File: config.mk
export PLATFORM = sky130hd
export DESIGN_NAME = wid_dispatch
export DESIGN_NICKNAME = d
export VERILOG_FILES = /design/src/pkg/wid_pkg.sv /design/src/hdl/wid_sync.sv /design/src/hdl/wid_reset_gen.sv /design/src/hdl/wid_dispatch.sv
export SDC_FILE = /design/constraint.sdc
export NUM_CORES = 1
export LEC_CHECK = 0
export ABC_AREA = 1
export ABC_CLOCK_PERIOD_IN_PS = 1800
export BUFFER_PORTS_ARGS = -buffer_cell sky130_fd_sc_hd__buf_2
export CAP_MARGIN = 20
export CORE_ASPECT_RATIO = 0.9
export CORE_UTILIZATION = 30
export CTS_BUF_LIST = sky130_fd_sc_hd__clkbuf_2
export CTS_CLUSTER_SIZE = 30
export DETAILED_ROUTE_END_ITERATION = 8
export PLACE_DENSITY = 0.47
export SYNTH_ARGS = -nofsm -noshare
export SYNTH_HDL_FRONTEND = slang
export SYNTH_SLANG_ARGS = --single-unit
export TNS_END_PERCENT = 10
File: constraint.sdc
create_clock -name mclk -period 1.8 [get_ports mclk]
set_input_delay 0.27 -clock mclk [delete_from_list [all_inputs] [get_ports mclk]]
set_output_delay 0.27 -clock mclk [all_outputs]
set_load 0.03 [all_outputs]
File: src/pkg/wid_pkg.sv
// Purpose: shared constants for the wake-up and interrupt dispatcher
// Assumes: one core clock, synchronous active-high reset
// Notes:   power modes, vectors and flag positions
package wid_pkg;
   typedef enum logic [1:0] {
      WID_MODE_NORMAL,
      WID_MODE_GREEN,
      WID_MODE_IDLE,
      WID_MODE_SLEEP
   } wid_mode_e;

   localparam int          WID_PC_W        = 10;
   localparam logic [9:0]  WID_INT_VECTOR  = 10'h008;
   localparam logic [9:0]  WID_RESET_ADDR  = 10'h000;
   // flag positions in the pending vector
   localparam int          WID_F_TIMER     = 0;
   localparam int          WID_F_PIN       = 1;
   localparam int          WID_F_EXT0      = 2;
   localparam int          WID_F_CMP       = 3;
   localparam int          WID_NFLAG       = 4;
   localparam logic [3:0]  WID_FLAG_RESET  = 4'h0;
   localparam logic        WID_GIE_RESET   = 1'b0;
   // system reset pulse length in core clocks
   localparam int          WID_RST_CYCLES  = 4;
endpackage : wid_pkg

File: src/hdl/wid_sync.sv
// Purpose: three-stage synchroniser with agreement-based change detect
// Assumes: input is asynchronous to mclk
// Notes:   stage one is read only by stage two
`timescale 1ns/100ps
module wid_sync (
   // clock and control
   input  wire logic mclk,
   input  wire logic rst,
   input  wire logic ce,
   // async level in
   input  wire logic din,
   // clean level and change pulse
   output logic      level,
   output logic      changed
);
   logic s1_reg;
   logic s2_reg;
   logic s3_reg;
   logic level_reg;

   always_ff @(posedge mclk) begin
      if (rst) begin
         s1_reg    <= 1'b0;
         s2_reg    <= 1'b0;
         s3_reg    <= 1'b0;
         level_reg <= 1'b0;
      end else if (ce) begin
         s1_reg <= din;
         s2_reg <= s1_reg;
         s3_reg <= s2_reg;
         // accept a new level only once stages two and three agree
         if (s2_reg == s3_reg) begin
            level_reg <= s3_reg;
         end
      end
   end

   assign level   = level_reg;
   assign changed = ce && (s2_reg == s3_reg) && (s3_reg != level_reg);
endmodule : wid_sync

File: src/hdl/wid_reset_gen.sv
// Purpose: turns watchdog and low-voltage events into a reset pulse
// Assumes: events are same-clock strobes
// Notes:   pulse length fixed by package constant
`timescale 1ns/100ps
module wid_reset_gen #(
   parameter int RST_CYCLES = wid_pkg::WID_RST_CYCLES
) (
   // clock and control
   input  wire logic mclk,
   input  wire logic rst,
   input  wire logic ce,
   // reset causes
   input  wire logic wdt_timeout,
   input  wire logic lvr_event,
   // reset out
   output logic      sys_reset
);
   // the pulse counter is eight bits wide
   if (RST_CYCLES < 1 || RST_CYCLES > 255) begin : g_bad_rst_cycles
      $error("wid_reset_gen: RST_CYCLES out of range");
   end

   logic [7:0] cnt_reg;

   always_ff @(posedge mclk) begin
      if (rst) begin
         cnt_reg <= 8'h00;
      end else if (ce) begin
         if (wdt_timeout || lvr_event) begin
            cnt_reg <= 8'(RST_CYCLES);
         end else if (cnt_reg != 8'h00) begin
            cnt_reg <= cnt_reg - 8'h01;
         end
      end
   end

   // pin reset also holds the core in reset
   assign sys_reset = rst || (cnt_reg != 8'h00);
endmodule : wid_reset_gen

File: src/hdl/wid_dispatch.sv
// Purpose: per-mode wake, flag and vector dispatch of interrupt sources
// Assumes: cpu takes one redirect per pulse; events on mclk except pins
// Notes:
`timescale 1ns/100ps
module wid_dispatch #(
   parameter int PC_W       = wid_pkg::WID_PC_W,
   parameter int RST_CYCLES = wid_pkg::WID_RST_CYCLES
) (
   // clock, reset, enable
   input  wire logic            mclk,
   input  wire logic            rst,
   input  wire logic            ce,
   // pins from outside the clock domain
   input  wire logic            ext_int_pin,
   input  wire logic [7:0]      port6_pins,
   // same-clock event strobes
   input  wire logic            timer_ovf,
   input  wire logic            cmp_change,
   input  wire logic            wdt_timeout,
   input  wire logic            lvr_event,
   // cpu instruction strobes
   input  wire logic            sleep_instr,
   input  wire logic            idle_instr,
   input  wire logic            green_instr,
   input  wire logic            normal_instr,
   input  wire logic            global_int_on_instr,
   input  wire logic            global_int_off_instr,
   // enables
   input  wire logic            ext_int_en,
   input  wire logic            pin_change_wake_en,
   input  wire logic            pin_change_int_en,
   input  wire logic            timer_ovf_int_en,
   input  wire logic            cmp_wake_en,
   input  wire logic            cmp_int_en,
   // flag clears from software
   input  wire logic [3:0]      flag_clear,
   // flags and state
   output logic                 ext_ext_int_pin_flag,
   output logic                 pin_change_flag,
   output logic                 timer_ovf_flag,
   output logic                 cmp_flag,
   output logic                 global_int_on,
   output logic [1:0]           power_mode,
   output logic                 clocks_run,
   // cpu redirect
   output logic                 sys_reset,
   output logic                 branch_valid,
   output logic [PC_W-1:0]      branch_addr,
   output logic                 wake_pulse
);
   // four bits still hold the vector; a pc wider than 16 bits is rejected
   if (PC_W < 4 || PC_W > 16) begin : g_bad_pc_w
      $error("wid_dispatch: PC_W out of range");
   end

   wid_pkg::wid_mode_e            mode_reg;
   logic [wid_pkg::WID_NFLAG-1:0] flag_reg;
   logic [wid_pkg::WID_NFLAG-1:0] flag_set;
   logic [wid_pkg::WID_NFLAG-1:0] flag_next;
   logic                          gie_reg;
   logic                          branch_reg;
   logic [PC_W-1:0]               addr_reg;
   logic                          wake_reg;
   logic                          ext_lvl;
   logic                          ext_chg;
   logic [7:0]                    p6_chg;
   logic                          pin_chg;
   logic                          ext_ev;
   logic                          asleep;
   logic                          is_idle;
   logic                          do_wake;
   logic                          do_vec;
   logic                          do_next;
   logic                          rst_core;
   logic                          rst_d_reg;

   function automatic logic low_power(input wid_pkg::wid_mode_e m);
      low_power = (m == wid_pkg::WID_MODE_SLEEP) ||
                  (m == wid_pkg::WID_MODE_IDLE);
   endfunction : low_power

   // ext pin and timer sources are dead while the core sleeps
   function automatic logic src_live(input wid_pkg::wid_mode_e m);
      src_live = (m != wid_pkg::WID_MODE_SLEEP);
   endfunction : src_live

   // mode strobes; sleep wins when several arrive together
   function automatic wid_pkg::wid_mode_e run_mode_next(
      input wid_pkg::wid_mode_e m,
      input logic               slp,
      input logic               idl,
      input logic               grn,
      input logic               nrm
   );
      run_mode_next = m;
      if (slp) begin
         run_mode_next = wid_pkg::WID_MODE_SLEEP;
      end else if (idl) begin
         run_mode_next = wid_pkg::WID_MODE_IDLE;
      end else if (grn) begin
         run_mode_next = wid_pkg::WID_MODE_GREEN;
      end else if (nrm) begin
         run_mode_next = wid_pkg::WID_MODE_NORMAL;
      end
   endfunction : run_mode_next

   wid_sync u_ext_sync (
      .mclk    (mclk),
      .rst     (rst),
      .ce      (ce),
      .din     (ext_int_pin),
      .level   (ext_lvl),
      .changed (ext_chg)
   );

   genvar gi;
   generate
      for (gi = 0; gi < 8; gi++) begin : g_p6
         wid_sync u_p6_sync (
            .mclk    (mclk),
            .rst     (rst),
            .ce      (ce),
            .din     (port6_pins[gi]),
            .level   (),
            .changed (p6_chg[gi])
         );
      end
   endgenerate

   wid_reset_gen #(
      .RST_CYCLES (RST_CYCLES)
   ) u_rst_gen (
      .mclk        (mclk),
      .rst         (rst),
      .ce          (ce),
      .wdt_timeout (wdt_timeout),
      .lvr_event   (lvr_event),
      .sys_reset   (rst_core)
   );

   // external interrupt on falling edge of the pin
   assign ext_ev  = ext_chg && ext_lvl;
   assign pin_chg = |p6_chg;
   assign asleep  = low_power(mode_reg);
   assign is_idle = (mode_reg == wid_pkg::WID_MODE_IDLE);

   always_comb begin
      flag_set = '0;
      do_wake  = 1'b0;
      if (ext_ev && ext_int_en && src_live(mode_reg)) begin
         flag_set[wid_pkg::WID_F_EXT0] = 1'b1;
         do_wake = do_wake || is_idle;
      end
      if (pin_chg && pin_change_int_en) begin
         flag_set[wid_pkg::WID_F_PIN] = 1'b1;
      end
      if (pin_chg && pin_change_wake_en && asleep) begin
         do_wake = 1'b1;
      end
      if (timer_ovf && timer_ovf_int_en && src_live(mode_reg)) begin
         flag_set[wid_pkg::WID_F_TIMER] = 1'b1;
         do_wake = do_wake || is_idle;
      end
      if (cmp_change && cmp_int_en) begin
         flag_set[wid_pkg::WID_F_CMP] = 1'b1;
      end
      if (cmp_change && cmp_wake_en && asleep) begin
         do_wake = 1'b1;
      end
   end

   // wake only from low power
   // a wake-only event in sleep/idle with no flag still resumes
   always_comb begin
      do_vec  = 1'b0;
      do_next = 1'b0;
      if (asleep) begin
         if (do_wake) begin
            do_vec  = gie_reg && (|flag_set);
            do_next = !do_vec;
         end
      end else if (|flag_set) begin
         do_vec  = gie_reg;
         do_next = !gie_reg;
      end
   end

   // set beats clear: an event in the clearing cycle is kept
   genvar fi;
   generate
      for (fi = 0; fi < wid_pkg::WID_NFLAG; fi++) begin : g_flag
         assign flag_next[fi] = flag_set[fi] ||
                                (flag_reg[fi] && !flag_clear[fi]);
      end
   endgenerate

   always_ff @(posedge mclk) begin
      if (rst_core) begin
         flag_reg <= wid_pkg::WID_FLAG_RESET;
      end else if (ce) begin
         flag_reg <= flag_next;
      end
   end

   always_ff @(posedge mclk) begin
      if (rst_core) begin
         gie_reg <= wid_pkg::WID_GIE_RESET;
      end else if (ce) begin
         if (do_vec) begin
            // vector entry masks further interrupts
            gie_reg <= 1'b0;
         end else if (global_int_on_instr) begin
            gie_reg <= 1'b1;
         end else if (global_int_off_instr) begin
            gie_reg <= 1'b0;
         end
      end
   end

   always_ff @(posedge mclk) begin
      if (rst_core) begin
         mode_reg <= wid_pkg::WID_MODE_NORMAL;
      end else if (ce) begin
         unique case (mode_reg)
            // only a wake or a reset leaves sleep and idle
            wid_pkg::WID_MODE_SLEEP, wid_pkg::WID_MODE_IDLE: begin
               if (do_wake) begin
                  mode_reg <= wid_pkg::WID_MODE_NORMAL;
               end
            end
            wid_pkg::WID_MODE_GREEN, wid_pkg::WID_MODE_NORMAL: begin
               mode_reg <= run_mode_next(mode_reg, sleep_instr,
                                         idle_instr, green_instr,
                                         normal_instr);
            end
         endcase
      end
   end

   // redirect to the cpu; wake pulse marks resume
   always_ff @(posedge mclk) begin
      if (rst) begin
         rst_d_reg  <= 1'b1;
         branch_reg <= 1'b0;
         addr_reg   <= '0;
         wake_reg   <= 1'b0;
      end else if (ce) begin
         rst_d_reg <= rst_core;
         wake_reg  <= do_wake && !rst_core;
         if (rst_core) begin
            branch_reg <= 1'b0;
            addr_reg   <= PC_W'(wid_pkg::WID_RESET_ADDR);
         end else if (rst_d_reg) begin
            branch_reg <= 1'b1;
            addr_reg   <= PC_W'(wid_pkg::WID_RESET_ADDR);
         end else if (do_vec) begin
            branch_reg <= 1'b1;
            addr_reg   <= PC_W'(wid_pkg::WID_INT_VECTOR);
         end else begin
            branch_reg <= 1'b0;
         end
      end
   end

   assign ext_ext_int_pin_flag   = flag_reg[wid_pkg::WID_F_EXT0];
   assign pin_change_flag = flag_reg[wid_pkg::WID_F_PIN];
   assign timer_ovf_flag  = flag_reg[wid_pkg::WID_F_TIMER];
   assign cmp_flag        = flag_reg[wid_pkg::WID_F_CMP];
   assign global_int_on   = gie_reg;
   assign power_mode      = mode_reg;
   assign clocks_run      = !asleep;
   assign sys_reset       = rst_core;
   assign branch_valid    = branch_reg;
   assign branch_addr     = addr_reg;
   assign wake_pulse      = wake_reg;
   // do_next needs no port: no redirect means the cpu runs on
   logic unused_next;
   assign unused_next = do_next;
endmodule : wid_dispatch

== After elaboration in Yosys (flattened, before gate mapping) ==
Cells that the tools add are included.

* Bits in read-only memories: 0
* Memories: 0
* Memory bits (writable): 0
* Input bits: 32
* Bits in latches: 0
* Register bits after elaboration: 64

* Shifts and indexed selects: 0
* $add $sub $neg: 1
* $mul: 0
* Bitwise logic cells: 0
* Multiplexer cells: 28
* Div/mod/pow operators: 0
* Equal/unequal tests: 24
* Order comparisons: 0
* Reductions and logical operators: 71

{| class="wikitable"
|+ Operator list
! operator !! number
|-
| $logic_and A1 B1 Y1 || 35
|-
| $mux W10 || 3
|-
| $reduce_and A2 Y1 || 12
|-
| $mux W1 || 17
|-
| $mux W8 || 2
|-
| $mux W2 || 5
|-
| $eq A1 B1 Y1 || 9
|-
| $ne A1 B1 Y1 || 9
|-
| $logic_or A1 B1 Y1 || 8
|-
| $reduce_bool A8 Y1 || 1
|-
| $reduce_or A8 Y1 || 1
|-
| $sub A8 B1 Y8 const B || 1
|-
| $logic_not A1 Y1 || 6
|-
| $reduce_bool A3 Y1 || 2
|-
| $ne A5 B5 Y1 const B || 1
|-
| $eq A2 B2 Y1 const B || 2
|-
| $ne A2 B2 Y1 const B || 2
|-
| $pmux W2 S2 || 1
|-
| $reduce_or A2 Y1 || 2
|-
| $reduce_or A4 Y1 || 1
|-
| $reduce_and A3 Y1 || 1
|-
| $eq A2 B1 Y1 const B || 1
|-
| $logic_not A2 Y1 || 1
|-
| $reduce_bool A2 Y1 || 1
|}

== Longest topological paths before layout ==
Gate-level depths: netlist (run 1).

* Depth after elaboration: 16
* Depth in mapped cells: 16
* Depth with buffers taken out: 16

== By module ==
Synthesis (run 1) repeated with hierarchy kept, for this count alone.

* Cell total of the unflattened synthesis: 408
* Area, all modules: 2912.8 µm²

{| class="wikitable"
|+ Modules (own cells, without submodules)
! module !! cells each !! instances !! area each (µm²)
|-
| wid_sync || 25 || 9 || 185.2
|-
| wid_dispatch || 102 || 1 || 669.4
|-
| wid_reset_gen || 81 || 1 || 576.8
|}

== Worst setup path after synthesis (run 1) ==
No wires, ideal clock.

* Path type: flip-flop to flip-flop
* Start point: reg mode_reg[1] (netlist: power_mode[1])
* End point: reg addr_reg[3] (netlist: branch_addr[3])
* Stages on the path, launching flop included: 11
* Data required time: 1.685 ns
* Path slack: 0.223 ns
* Arrival: 1.462 ns
* Library setup time: 0.115 ns
* Period minus slack after synthesis: 1.577 ns
* Path buffers: 1
* Path through: dfxtp_1 > buf_2 > nand2_1 > and3_1 > inv_2 > nand2_1 > nor2_1 > a21boi_1 > nand2_2 > nor2_1 > o21a_1

* Word-level cells in the longest chain between the ends: 11
* Elaborated cells on any way between the ends: 22
* Classes of those cells: eq/ne (3); mux (9); reduce/logical (10)

{| class="wikitable"
|+ RTL lines
! item !! RTL line !! source
|-
| start: declaration || wid_dispatch.sv:56 || <nowiki>wid_pkg::wid_mode_e mode_reg;</nowiki>
|-
| start signal: assignment || wid_dispatch.sv:222 || <nowiki>mode_reg <= wid_pkg::WID_MODE_NORMAL;</nowiki>
|-
| start signal: assignment || wid_dispatch.sv:228 || <nowiki>mode_reg <= wid_pkg::WID_MODE_NORMAL;</nowiki>
|-
| start signal: assignment || wid_dispatch.sv:232 || <nowiki>mode_reg <= run_mode_next(mode_reg, sleep_instr,</nowiki>
|-
| $ne A2 B2 Y1, or another cell as far along || wid_dispatch.sv:84 || <nowiki>src_live = (m != wid_pkg::WID_MODE_SLEEP);</nowiki>
|-
| $logic_and A1 B1 Y1 or $logic_or A1 B1 Y1 (tied branches) || wid_dispatch.sv:150, wid_dispatch.sv:78 ||
|-
| $mux W1 or $logic_and A1 B1 Y1 (tied branches) || wid_dispatch.sv:150, wid_dispatch.sv:157 ||
|-
| $mux W1 || wid_dispatch.sv:157 || <nowiki>if (pin_chg && pin_change_wake_en && asleep) begin</nowiki>
|-
| $logic_or A1 B1 Y1 || wid_dispatch.sv:162 || <nowiki>do_wake = do_wake || is_idle;</nowiki>
|-
| $mux W1 || wid_dispatch.sv:160 || <nowiki>if (timer_ovf && timer_ovf_int_en && src_live(mode_reg)) begin</nowiki>
|-
| $mux W1 || wid_dispatch.sv:167 || <nowiki>if (cmp_change && cmp_wake_en && asleep) begin</nowiki>
|-
| $mux W1 || wid_dispatch.sv:178 || <nowiki>if (do_wake) begin</nowiki>
|-
| $mux W1 * || wid_dispatch.sv:177 || <nowiki>if (asleep) begin</nowiki>
|-
| $reduce_bool A3 Y1 (no line) * || n/a ||
|-
| $reduce_and A2 Y1 (no line) * || n/a ||
|-
| end signal: assignment || wid_dispatch.sv:252 || <nowiki>addr_reg <= PC_W'(wid_pkg::WID_RESET_ADDR);</nowiki>
|-
| end signal: assignment || wid_dispatch.sv:255 || <nowiki>addr_reg <= PC_W'(wid_pkg::WID_RESET_ADDR);</nowiki>
|-
| end signal: assignment || wid_dispatch.sv:258 || <nowiki>addr_reg <= PC_W'(wid_pkg::WID_INT_VECTOR);</nowiki>
|-
| end: declaration || wid_dispatch.sv:62 || <nowiki>logic [PC_W-1:0] addr_reg;</nowiki>
|}

Mark *: on every way between the ends. The rest lies on a longest branch, timed or not.
A chain may end at the register's enable or synchronous reset.

== Worst setup path after layout (run 1) ==
* Start point: reg u_rst_gen.cnt_reg[0]
* End point: out sys_reset

* Word-level cells in the longest chain between the ends: 2

{| class="wikitable"
|+ RTL lines
! item !! RTL line !! source
|-
| start: declaration || wid_reset_gen.sv:23 || <nowiki>logic [7:0] cnt_reg;</nowiki>
|-
| start signal: assignment || wid_reset_gen.sv:30 || <nowiki>cnt_reg <= 8'(RST_CYCLES);</nowiki>
|-
| start signal: assignment || wid_reset_gen.sv:32 || <nowiki>cnt_reg <= cnt_reg - 8'h01;</nowiki>
|-
| $reduce_bool A8 Y1 || wid_reset_gen.sv:38 || <nowiki>assign sys_reset = rst || (cnt_reg != 8'h00);</nowiki>
|-
| $logic_or A1 B1 Y1 || wid_reset_gen.sv:38 ||
|-
| end: declaration || wid_dispatch.sv:46 || <nowiki>output logic sys_reset,</nowiki>
|}

Every way passes these cells.

==> results of run 1 <==
## critical path, stage by stage (launching register included)
cell,delay [ns]
dfxtp_2,0.39
inv_2,0.07
ha_4,0.13
nand4_1,0.09
inv_2,0.09
nand3_4,0.07
nor2_4,0.10
inv_2,0.05
buf_6,0.13
## placed cells by master, fill, tap and decap left out, types with 4 or more instances in the layout
cell type | synthesis | layout
nand3_2 | 3 | 4
nand2_1 | 92 | 92
conb_1 | 1 | 9
buf_2 | 3 | 42
buf_4 | 9 | 23
nand3_1 | 24 | 23
clkbuf_2 | 0 | 5
o21ai_1 | 6 | 6
dlygate4sd3_1 | 0 | 9
nor2_1 | 49 | 49
inv_1 | 30 | 28
o21ai_0 | 20 | 20
inv_2 | 10 | 12
dfxtp_1 | 55 | 52
a21oi_1 | 29 | 29
a21oi_2 | 6 | 6
## where the power goes
group | internal, mW | switching (mW)
registers | 1.30 | 0.0598
clock network | 0.0952 | 0.411
logic | 0.291 | 0.384
## metal layers
layer	GRT usage [%]	share of wire, %	wire (um)	up-vias
li1	-	-	-	1328
met1	16.8	47	2900	1146
met2	24.0	49	3020	30
met3	2.93	2.5	151	7
met4	3.99	1.1	70	0
met5	0	0	0	-
## metrics by stage
| stage | setup WS [ns] | setup TNS [ns] |
|---|---|---|
| finish | -0.0574 | -0.0574 |
| global route | -0.198 | -0.314 |
| CTS | -0.120 | -0.120 |
| detailed placement | 0.107 | 0 |
| global placement | 0.133 | 0 |
| floorplan | 0.223 | 0 |
## kinds of logic after synthesis
group,synth area share (%)
buf+inv,10.8
compound gates,15.2
flops,41.4
simple gates,31.0
other cells,0.141
xor+xnor,0.989
fa+ha+maj,0.471
## final timing paths
kind         slack [ns]                                end
max               -0.06                          sys_reset
min                0.04           flag_reg[1]$_SDFFE_PP0P_
max reg2reg        0.07  u_rst_gen.cnt_reg[5]$_SDFFE_PP0P_
min reg2reg        0.49  u_rst_gen.cnt_reg[0]$_SDFFE_PP0P_
## cell type report
type | count | area [um2] | share of cell area, %
tap | 119 | 149 | 4.56
inverter | 41 | 156 | 4.79
clock buffer | 5 | 25.0 | 0.767
multi-input combinational | 270 | 1330 | 40.6
timing repair buffer | 75 | 484 | 14.8
sequential | 55 | 1100 | 33.9
clock inverter | 3 | 17.5 | 0.537
## what timing repair did
| action | in CTS | in global routing |
|---|---|---|
| cloned | 0 | 0 |
| hold buffers | 7 | 2 |
| setup buffers | 7 | 4 |
| endpoints found under the hold margin | 7 | 2 |
| pin swaps | 3 | 1 |
| resized for setup | 8 | 4 |
| setup endpoints to repair | 1 | 2 |
==> results by group, run 1 <==
Run status
  • Outcome: finished with violations
  • Failing checks: negative setup slack

Place
  • PortBufs: 43
  • Placed insts: 540
  • Dpl cell area: 0.00301 mm2
  • DP HPWL: 4350 um
  • RePlAce Congestion: between 0.7 and 0.8

Worst setup path
  • Critical path arrival: about 1.6 ns
  • Worst EP required: 1.53 ns
  • Crit Reg-Reg Startpoint: u_rst_gen.cnt_reg[1]$_SDFFE_PP0P_
  • CP Launch Point: u_rst_gen.cnt_reg[0]$_SDFFE_PP0P_
  • Worst R2R Path Depth: 13
  • CP Max Fanout: 2
  • Kind of end point of the critical path: primary output
  • Worst setup SP type: flop
  • CP Class: reg -> out

Final layout
  • Core Util, Final: a little under two fifths
  • Layout area overhead: 22.8%
  • Fin area: approximately 0.0033 mm2
  • Share of cells above drive strength 1: 24.9%
  • Final nets: 481
  • Filler cells: 945
  • Final non-filler cell total: 568
  • # diodes: 0

Pwr
  • PD cells: slightly below 800 mW/mm2
  • Total power: between 2 and 3 mW
  • Lkg Pwr: 1.44 nW
  • Max IR drop VDD: 0.000331 V

Die
  • Starting density of the core: 31.0%
  • IO Count: 53
  • Area of the core: 0.00857 mm2
  • Die width: 101 um
  • Die Area: 0.00924 mm2
  • Die Span Y: a little over 90 um
  • Cell row count: 32

GRT
  • Vias in the first global route: about 2300
  • GR Util All Layers: between 10% and 20%
  • Largest net degree at the start of global routing: 27
  • Initial antenna violation count: 0
  • Gr ovfl total: 0
  • Global-route wire length before repair: 10200 um

STA
  • RSZ-0062 raised after global routing: yes
  • Tcrit/Tclk final: 103%
  • Final number of setup-violating endpoints: 1
  • Fin. max-slew vios: 0
  • Min Tclk post-route: 1.86 ns
  • Worst Clk Skew: 0.0410 ns
  • Setup ws final: -0.0574 ns
  • Hold slack: 0.0433 ns
  • Fmax: 0.538 GHz
  • Final Hold Viols: 0

Routing
  • DRT Pass-1 Iters: 4
  • Antenna-violating nets left: 0
  • Final WL: 6140 um
  • Vias post-DR: 2511
  • Vias/cell: approximately 4.4
  • Wire length per cell: roughly 11 um
  • Detailed Route Iter0 Violations: 112
  • DRC errors left: 0

CTS
  • Worst skew pair latency: 0.46 ns
  • Root buf cell: clkbuf_2
  • Clock slew at reported path FFs: 0.30 ns
  • CTS Buffer Depth: 2
  • Clk sink count: 55
  • CTS tree: done
  • Num CTS Buffers: 5
  • Total number of H-tree levels: 2

Synthesis
  • Commonest cells in the netlist: nand2_1 (92), dfxtp_1 (55), nor2_1 (49), inv_1 (30), a21oi_1 (29)
  • Seq/Total Area, Yosys: 41.4%
  • Flops & latches, synth: 55
  • Synth async-reset ratio: 0%
  • Largest area contributor in the netlist: dfxtp_1
  • Synthesized cell area: 0.00266 mm2
  • Yosys cell types: 39
  • Main synth FF type: dfxtp_1
  • Top-count cell post-synth: nand2_1
  • Mapped Avg Cell Area: 6.98 um2
  • Synth top area share: just over 40%
  • Post-synth EDFFs: 0
  • Synth Instances: 381
  • Yosys warns: 0
  • Largest cells by area after synthesis: dfxtp_1 (41%), nand2_1 (13%), nor2_1 (6.9%), a21oi_1 (5.5%), nand3_1 (4.5%)

Min path
  • Hold Path Stages: 3
  • HP Class: in -> reg
  • Worst Hold Launch: pin_change_int_en

Flow run
  • Max_cap viols: 0
Power figures use the tool's default switching activity.
==> inputs of run 2 (changes only) <==
- SETUP_SLACK_MARGIN: default -> 0.1
==> run 2 against run 1 <==
The flow still finishes with violations (negative setup slack). Cell count is the same. Non-clock buffer count is the same. First-iteration DRC count shrank 8.9%. Worst hold slack gained 0.0014 ns. Global-route usage is the same. Sequential power is essentially flat. Setup slack is essentially flat. Largest power group unchanged.
==> results by group, run 2 (same netlist as run 1, synthesis figures left out) <==
Final layout
  • # diodes: 0
  • Layout area overhead: 24.2%
  • Final non-filler cell total: 568
  • Commonest non-fill, non-tap cell in the layout: nand2_1
  • Fin area: around 0.0033 mm2
  • Most frequent cells in the layout: nand2_1 (91), nor2_1 (48), dfxtp_1 (42), buf_2 (42)
  • Filler cells: 942
  • Final nets: around 480
  • FF+latch area: about 0.0011 mm2
  • Share of cells above drive strength 1: roughly 29%
  • Multi-input gate area: 0.00135 mm2

CTS
  • CTS Buffer Depth: 2
  • Num CTS Buffers: 5
  • Clk sink count: 55
  • Total number of H-tree levels: 2
  • Root buf cell: clkbuf_2
  • Worst skew pair latency: between 0.4 and 0.5 ns
  • CTS tree: done
  • Clock slew at reported path FFs: roughly 0.3 ns

STA
  • Final Hold Viols: 0
  • Min Tclk post-route: 1.86 ns
  • RSZ-0062 raised after global routing: yes
  • Tcrit/Tclk final: 103%
  • Final number of setup-violating endpoints: 1
  • Worst Clk Skew: 0.0407 ns
  • Fmax: 0.538 GHz
  • Fin. max-slew vios: 0
  • Setup ws final: -0.0575 ns

Worst setup path
  • Worst reg2reg endpoint: u_rst_gen.cnt_reg[5]$_SDFFE_PP0P_
  • Worst R2R Path Depth: 13
  • CP Launch Point: u_rst_gen.cnt_reg[1]$_SDFFE_PP0P_
  • Kind of end point of the critical path: primary output
  • CP Max Fanout: 2
  • Setup slack, reg-to-reg: approximately 0.070 ns
  • Worst setup SP type: flop
  • Critical path arrival: around 1.6 ns
  • Crit Reg-Reg Startpoint: u_rst_gen.cnt_reg[1]$_SDFFE_PP0P_
  • Worst Setup EP: sys_reset
  • Worst EP required: 1.53 ns
  • CP Class: reg -> out

Pwr
  • Max IR drop VDD: 0.000270 V
  • Lkg Pwr: approximately 1.5 nW
  • PD cells: 774 mW/mm2
  • Total power: 2.55 mW

Routing
  • Final WL: 6150 um
  • Wire length per cell: 10.8 um
  • Vias post-DR: 2499
  • DRC errors left: 0
  • Antenna-violating nets left: 0
  • DRT Pass-1 Iters: 4
  • Detailed Route Iter0 Violations: about 100
  • Vias/cell: 4.40

GRT
  • Global-route wire length before repair: between 10000 and 15000 um
  • Gr ovfl total: 0
  • Largest net degree at the start of global routing: 27
  • GR Util All Layers: 13.8%
  • Initial antenna violation count: 0
  • Vias in the first global route: 2309

Die
  • Die Area: 0.00924 mm2
  • IO Count: 53
  • Starting density of the core: 31.0%
  • Die Span Y: 91.3 um
  • Area of the core: about 0.0086 mm2
  • Cell row count: 32
  • Die width: roughly 100 um

Place
  • DP HPWL: 4350 um
  • Dpl cell area: 0.00301 mm2
  • Pre-CTS WS: 0.107 ns
  • PortBufs: 43
  • RePlAce Congestion: 0.736
  • Placed insts: 540

Run status
  • Outcome: finished with violations
  • Failing checks: negative setup slack

Min path
  • HP Class: in -> reg
  • Hold Path Stages: 3

Flow run
  • Max_cap viols: 0
==> run 2: cell types whose count changed in the layout (fill, tap and decap cells not counted), moves of 2 or more <==
cell     previous run  this run
dfxtp_1            52        42
dfxtp_2             3        12
o21ai_1             6         4
o21ai_2             0         2
==> run 2: how the worst min path moves through the flow <==
stage / endpoint / slack, ns / startpoint
floorplan: g_p6[4].u_p6_sync.s1_reg$_SDFFE_PP0P_ / 0.40 / port6_pins[4]
global route: flag_reg[1]$_SDFFE_PP0P_ / -0.01 / flag_clear[1]
detailed placement: branch_addr[3]$_SDFFE_PP0P_ / 0.46 / branch_addr[3]$_SDFFE_PP0P_
CTS: u_ext_sync.s1_reg$_SDFFE_PP0P_ / 0.002 / ext_int_pin
global placement: branch_addr[3]$_SDFFE_PP0P_ / 0.44 / branch_addr[3]$_SDFFE_PP0P_
finish: flag_reg[3]$_SDFFE_PP0P_ / 0.04 / cmp_int_en
==> run 2: per-stage QoR <==
step / setup TNS (ns) / hold WS (ns) / utilization (%)
5_1_grt: -0.314 / -0.0126 / 38.5
4_1_cts: -0.120 / 0.00156 / 37.3
2_1_floorplan: 0 / 0.405 / -
6_report: -0.0575 / 0.0447 / 38.5
3_3_place_gp: 0 / 0.445 / 35.1
3_5_place_dp: 0 / 0.457 / 35.1
==> run 2: critical path, cell delays in order (launching register included) <==
cell and delay, ns:
dfxtp_2 0.40, inv_2 0.06, ha_4 0.13, nand4_1 0.09
inv_2 0.09, nand3_4 0.07, nor2_4 0.10, inv_2 0.05
buf_6 0.13
==> run 2: power by group <==
group	switching, mW	internal (mW)	leakage (nW)	total, mW
sequential	0.0597	1.30	0.456	1.36
clock	0.413	0.0953	0.0308	0.508
combinational	0.390	0.296	0.966	0.687
total	0.863	1.69	1.45	2.55
==> run 2: per-layer routing <==
metal	part of all wire [%]	vias up	track usage, %	routed length, um
met5	0	-	0	0
met4	1.1	0	3.99	70
met3	2.2	7	2.93	137
met2	49	25	24.0	3000
met1	48	1137	16.8	2940
li1	-	1330	-	-
==> run 2: layout make-up <==
class,instances,share of cell area [%]
well taps,119,4.51
flip-flops and latches,55,33.9
clock buffers,5,0.758
inverters,41,4.74
clock inverters,3,0.531
multi-input cells,270,40.8
repair buffers,75,14.8
==> run 2: what timing repair did <==
item / 4_1_cts / 5_1_grt
hold buffers: 7 / 2
pin swaps: 3 / 3
setup endpoints to repair: 1 / 14
buffers inserted: 7 / 4
resized for setup: 8 / 22
hold endpoints to repair: 7 / 2
==> inputs of run 3 (changes only) <==
- CELL_PAD_IN_SITES_DETAIL_PLACEMENT: default -> 1
- CELL_PAD_IN_SITES_GLOBAL_PLACEMENT: default -> 2
- PLACE_DENSITY: 0.47 -> 0.77
==> run 3 against run 2 <==
The run still ends with negative setup slack left. Worst hold slack got worse by 0.031 ns. Wire length increased by 11%. Clock-buffer cell count did not move. Highest routed layer unchanged. Clock skew fell by 0.0032 ns. Sequential share of layout area grew 0.30 points. Largest power group unchanged.
==> results by group, run 3 (same netlist as run 1, synthesis figures left out) <==
Place
  • Placed insts: 540
  • DP HPWL: 4990 um
  • RePlAce Congestion: 0.749
  • Pre-CTS WS: 0.0201 ns
  • PortBufs: 43
  • Dpl cell area: 0.00302 mm2

Worst setup path
  • Worst EP required: about 1.5 ns
  • Worst R2R Path Depth: 12
  • CP Class: reg -> out
  • Slowest library cell on the worst path: dfxtp_2
  • Worst reg2reg endpoint: u_rst_gen.cnt_reg[5]$_SDFFE_PP0P_
  • Crit-path cells: inv_2 > ha_4 > nand4_1 > inv_2 > nand3_4 > nor2_4 > inv_2 > buf_6
  • Crit path largest cell delay: a little under 0.4 ns
  • Most Frequent Cell on Critical Path: inv_2
  • CP top delay family: flip-flops
  • Critical path arrival: 1.60 ns
  • Kind of end point of the critical path: primary output
  • Setup slack, reg-to-reg: approximately 0.15 ns
  • CP Buf/Inv Count: 4
  • CP Max Fanout: 2
  • Crit Reg-Reg Startpoint: u_rst_gen.cnt_reg[0]$_SDFFE_PP0P_
  • Worst setup SP type: flop

CTS
  • CTS Buffer Depth: 2
  • Num CTS Buffers: 5
  • Root buf cell: clkbuf_2
  • Total number of H-tree levels: 2
  • Clk sink count: 55
  • CTS tree: done
  • Worst skew pair latency: roughly 0.47 ns
  • Clock slew at reported path FFs: just under 0.3 ns

Die
  • Die Area: 0.00924 mm2
  • Cell row count: 32
  • Die Span Y: 91.3 um
  • Area of the core: 0.00857 mm2
  • Starting density of the core: 31.0%
  • IO Count: 53
  • Die width: 101 um

Pwr
  • Max IR drop VDD: 0.000369 V
  • Lkg Pwr: 1.44 nW
  • PD cells: 820 mW/mm2
  • Total power: 2.69 mW

STA
  • RSZ-0062 raised after global routing: yes
  • Final Hold Viols: 0
  • Worst Clk Skew: 0.0374 ns
  • Setup ws final: -0.0719 ns
  • Hold slack: 0.0135 ns
  • Fin. max-slew vios: 0
  • Final number of setup-violating endpoints: 1
  • Tcrit/Tclk final: 104%
  • Min Tclk post-route: 1.87 ns
  • Fmax: 0.534 GHz

Min path
  • HP Class: in -> reg
  • Worst Hold Launch: ext_int_pin
  • Hold Path Stages: 3
  • Hold Path End: u_ext_sync.s1_reg$_SDFFE_PP0P_

Run status
  • Failing checks: negative setup slack
  • Outcome: finished with violations

Flow run
  • Max_cap viols: 0

Routing
  • DRC errors left: 0
  • Detailed Route Iter0 Violations: 78
  • Wire length per cell: 12.1 um
  • DRT Pass-1 Iters: 5
  • Antenna-violating nets left: 0
  • Final WL: 6820 um
  • Vias/cell: 4.53
  • Vias post-DR: 2549

GRT
  • Global-route wire length before repair: 11800 um
  • Gr ovfl total: 0
  • Initial antenna violation count: 0
  • GR Util All Layers: between 15 and 20%
  • Vias in the first global route: about 2600
  • Largest net degree at the start of global routing: 24

Final layout
  • Final nets: 476
  • Commonest non-fill, non-tap cell in the layout: nand2_1
  • Layout area overhead: 23.4%
  • # diodes: 0
  • Most frequent cells in the layout: nand2_1 (92), nor2_1 (48), dfxtp_1 (42), buf_2 (42), a21oi_1 (29)
  • Fin area: between 0.003 and 0.004 mm2
  • Final non-filler cell total: 563
  • Share of cells above drive strength 1: 27.3%
==> run 3: cell count changes in the layout (fill, tap and decap cells not counted), sizes merged <==
cell         before  now
dlygate4sd3       9    7
buf              66   63
bufinv            0    1
clkinv            2    1
==> run 3: worst max path at each step <==
stage | from | to | cells past startpoint
2_1_floorplan | power_mode[1]$_SDFFE_PP0P_ | branch_addr[3]$_SDFFE_PP0P_ | 10
3_3_place_gp | ce | branch_addr[3]$_SDFFE_PP0P_ | 14
3_5_place_dp | ce | power_mode[1]$_SDFFE_PP0P_ | 16
4_1_cts | u_rst_gen.cnt_reg[1]$_SDFFE_PP0P_ | sys_reset | 8
5_1_grt | u_rst_gen.cnt_reg[0]$_SDFFE_PP0P_ | sys_reset | 8
6_report | u_rst_gen.cnt_reg[0]$_SDFFE_PP0P_ | sys_reset | 8
==> run 3: what timing repair did <==
action | 4_1_cts | 5_1_grt
gates resized for setup | 9 | 16
hold buffers | 5 | 2
cloned | 0 | 0
setup buffers | 5 | 3
hold endpoints to repair | 5 | 2
pin swaps | 3 | 5
endpoints found under the setup margin | 3 | 11
==> run 3: metal layers <==
| layer | up-vias | share of wire [%] | track usage (%) |
|---|---|---|---|
| met5 | - | 0 | 0 |
| met3 | 5 | 1.9 | 2.77 |
| met4 | 0 | 0.95 | 4.35 |
| met1 | 1203 | 46 | 18.9 |
| met2 | 21 | 51 | 29.5 |
| li1 | 1320 | - | - |
==> run 3: through the flow <==
step / util (%) / setup TNS (ns)
final: 38.3 / -0.0719
after global routing: 38.3 / -0.377
after CTS: 37.4 / -0.134
after detailed placement: 35.3 / 0
after global placement: 35.3 / 0
after floorplan: - / 0
==> run 3: power breakdown <==
part	switching (mW)	total (mW)	internal, mW
combinational	0.392	0.660	0.269
clock	0.426	0.670	0.244
sequential	0.0606	1.36	1.30
==> run 3: final cells by class <==
cell class | instances | area, um2
multi-input cells | 270 | 1330
well taps | 119 | 149
repair buffers | 70 | 454
fillers | 1123 | 5290
clock inverters | 3 | 47.5
flip-flops and latches | 55 | 1120
clock buffers | 5 | 25.0
inverters | 41 | 156
==> run 3: worst reg2reg max path, cell delays in order (launching register included) <==
cell,delay [ns]
dfxtp_2,0.40
inv_2,0.05
ha_4,0.16
nand4_1,0.10
inv_2,0.06
nand3_4,0.08
buf_4,0.13
nand2_4,0.04
nand2_2,0.06
nand3_2,0.09
or2_1,0.26
o21ai_1,0.13
a21oi_1,0.07
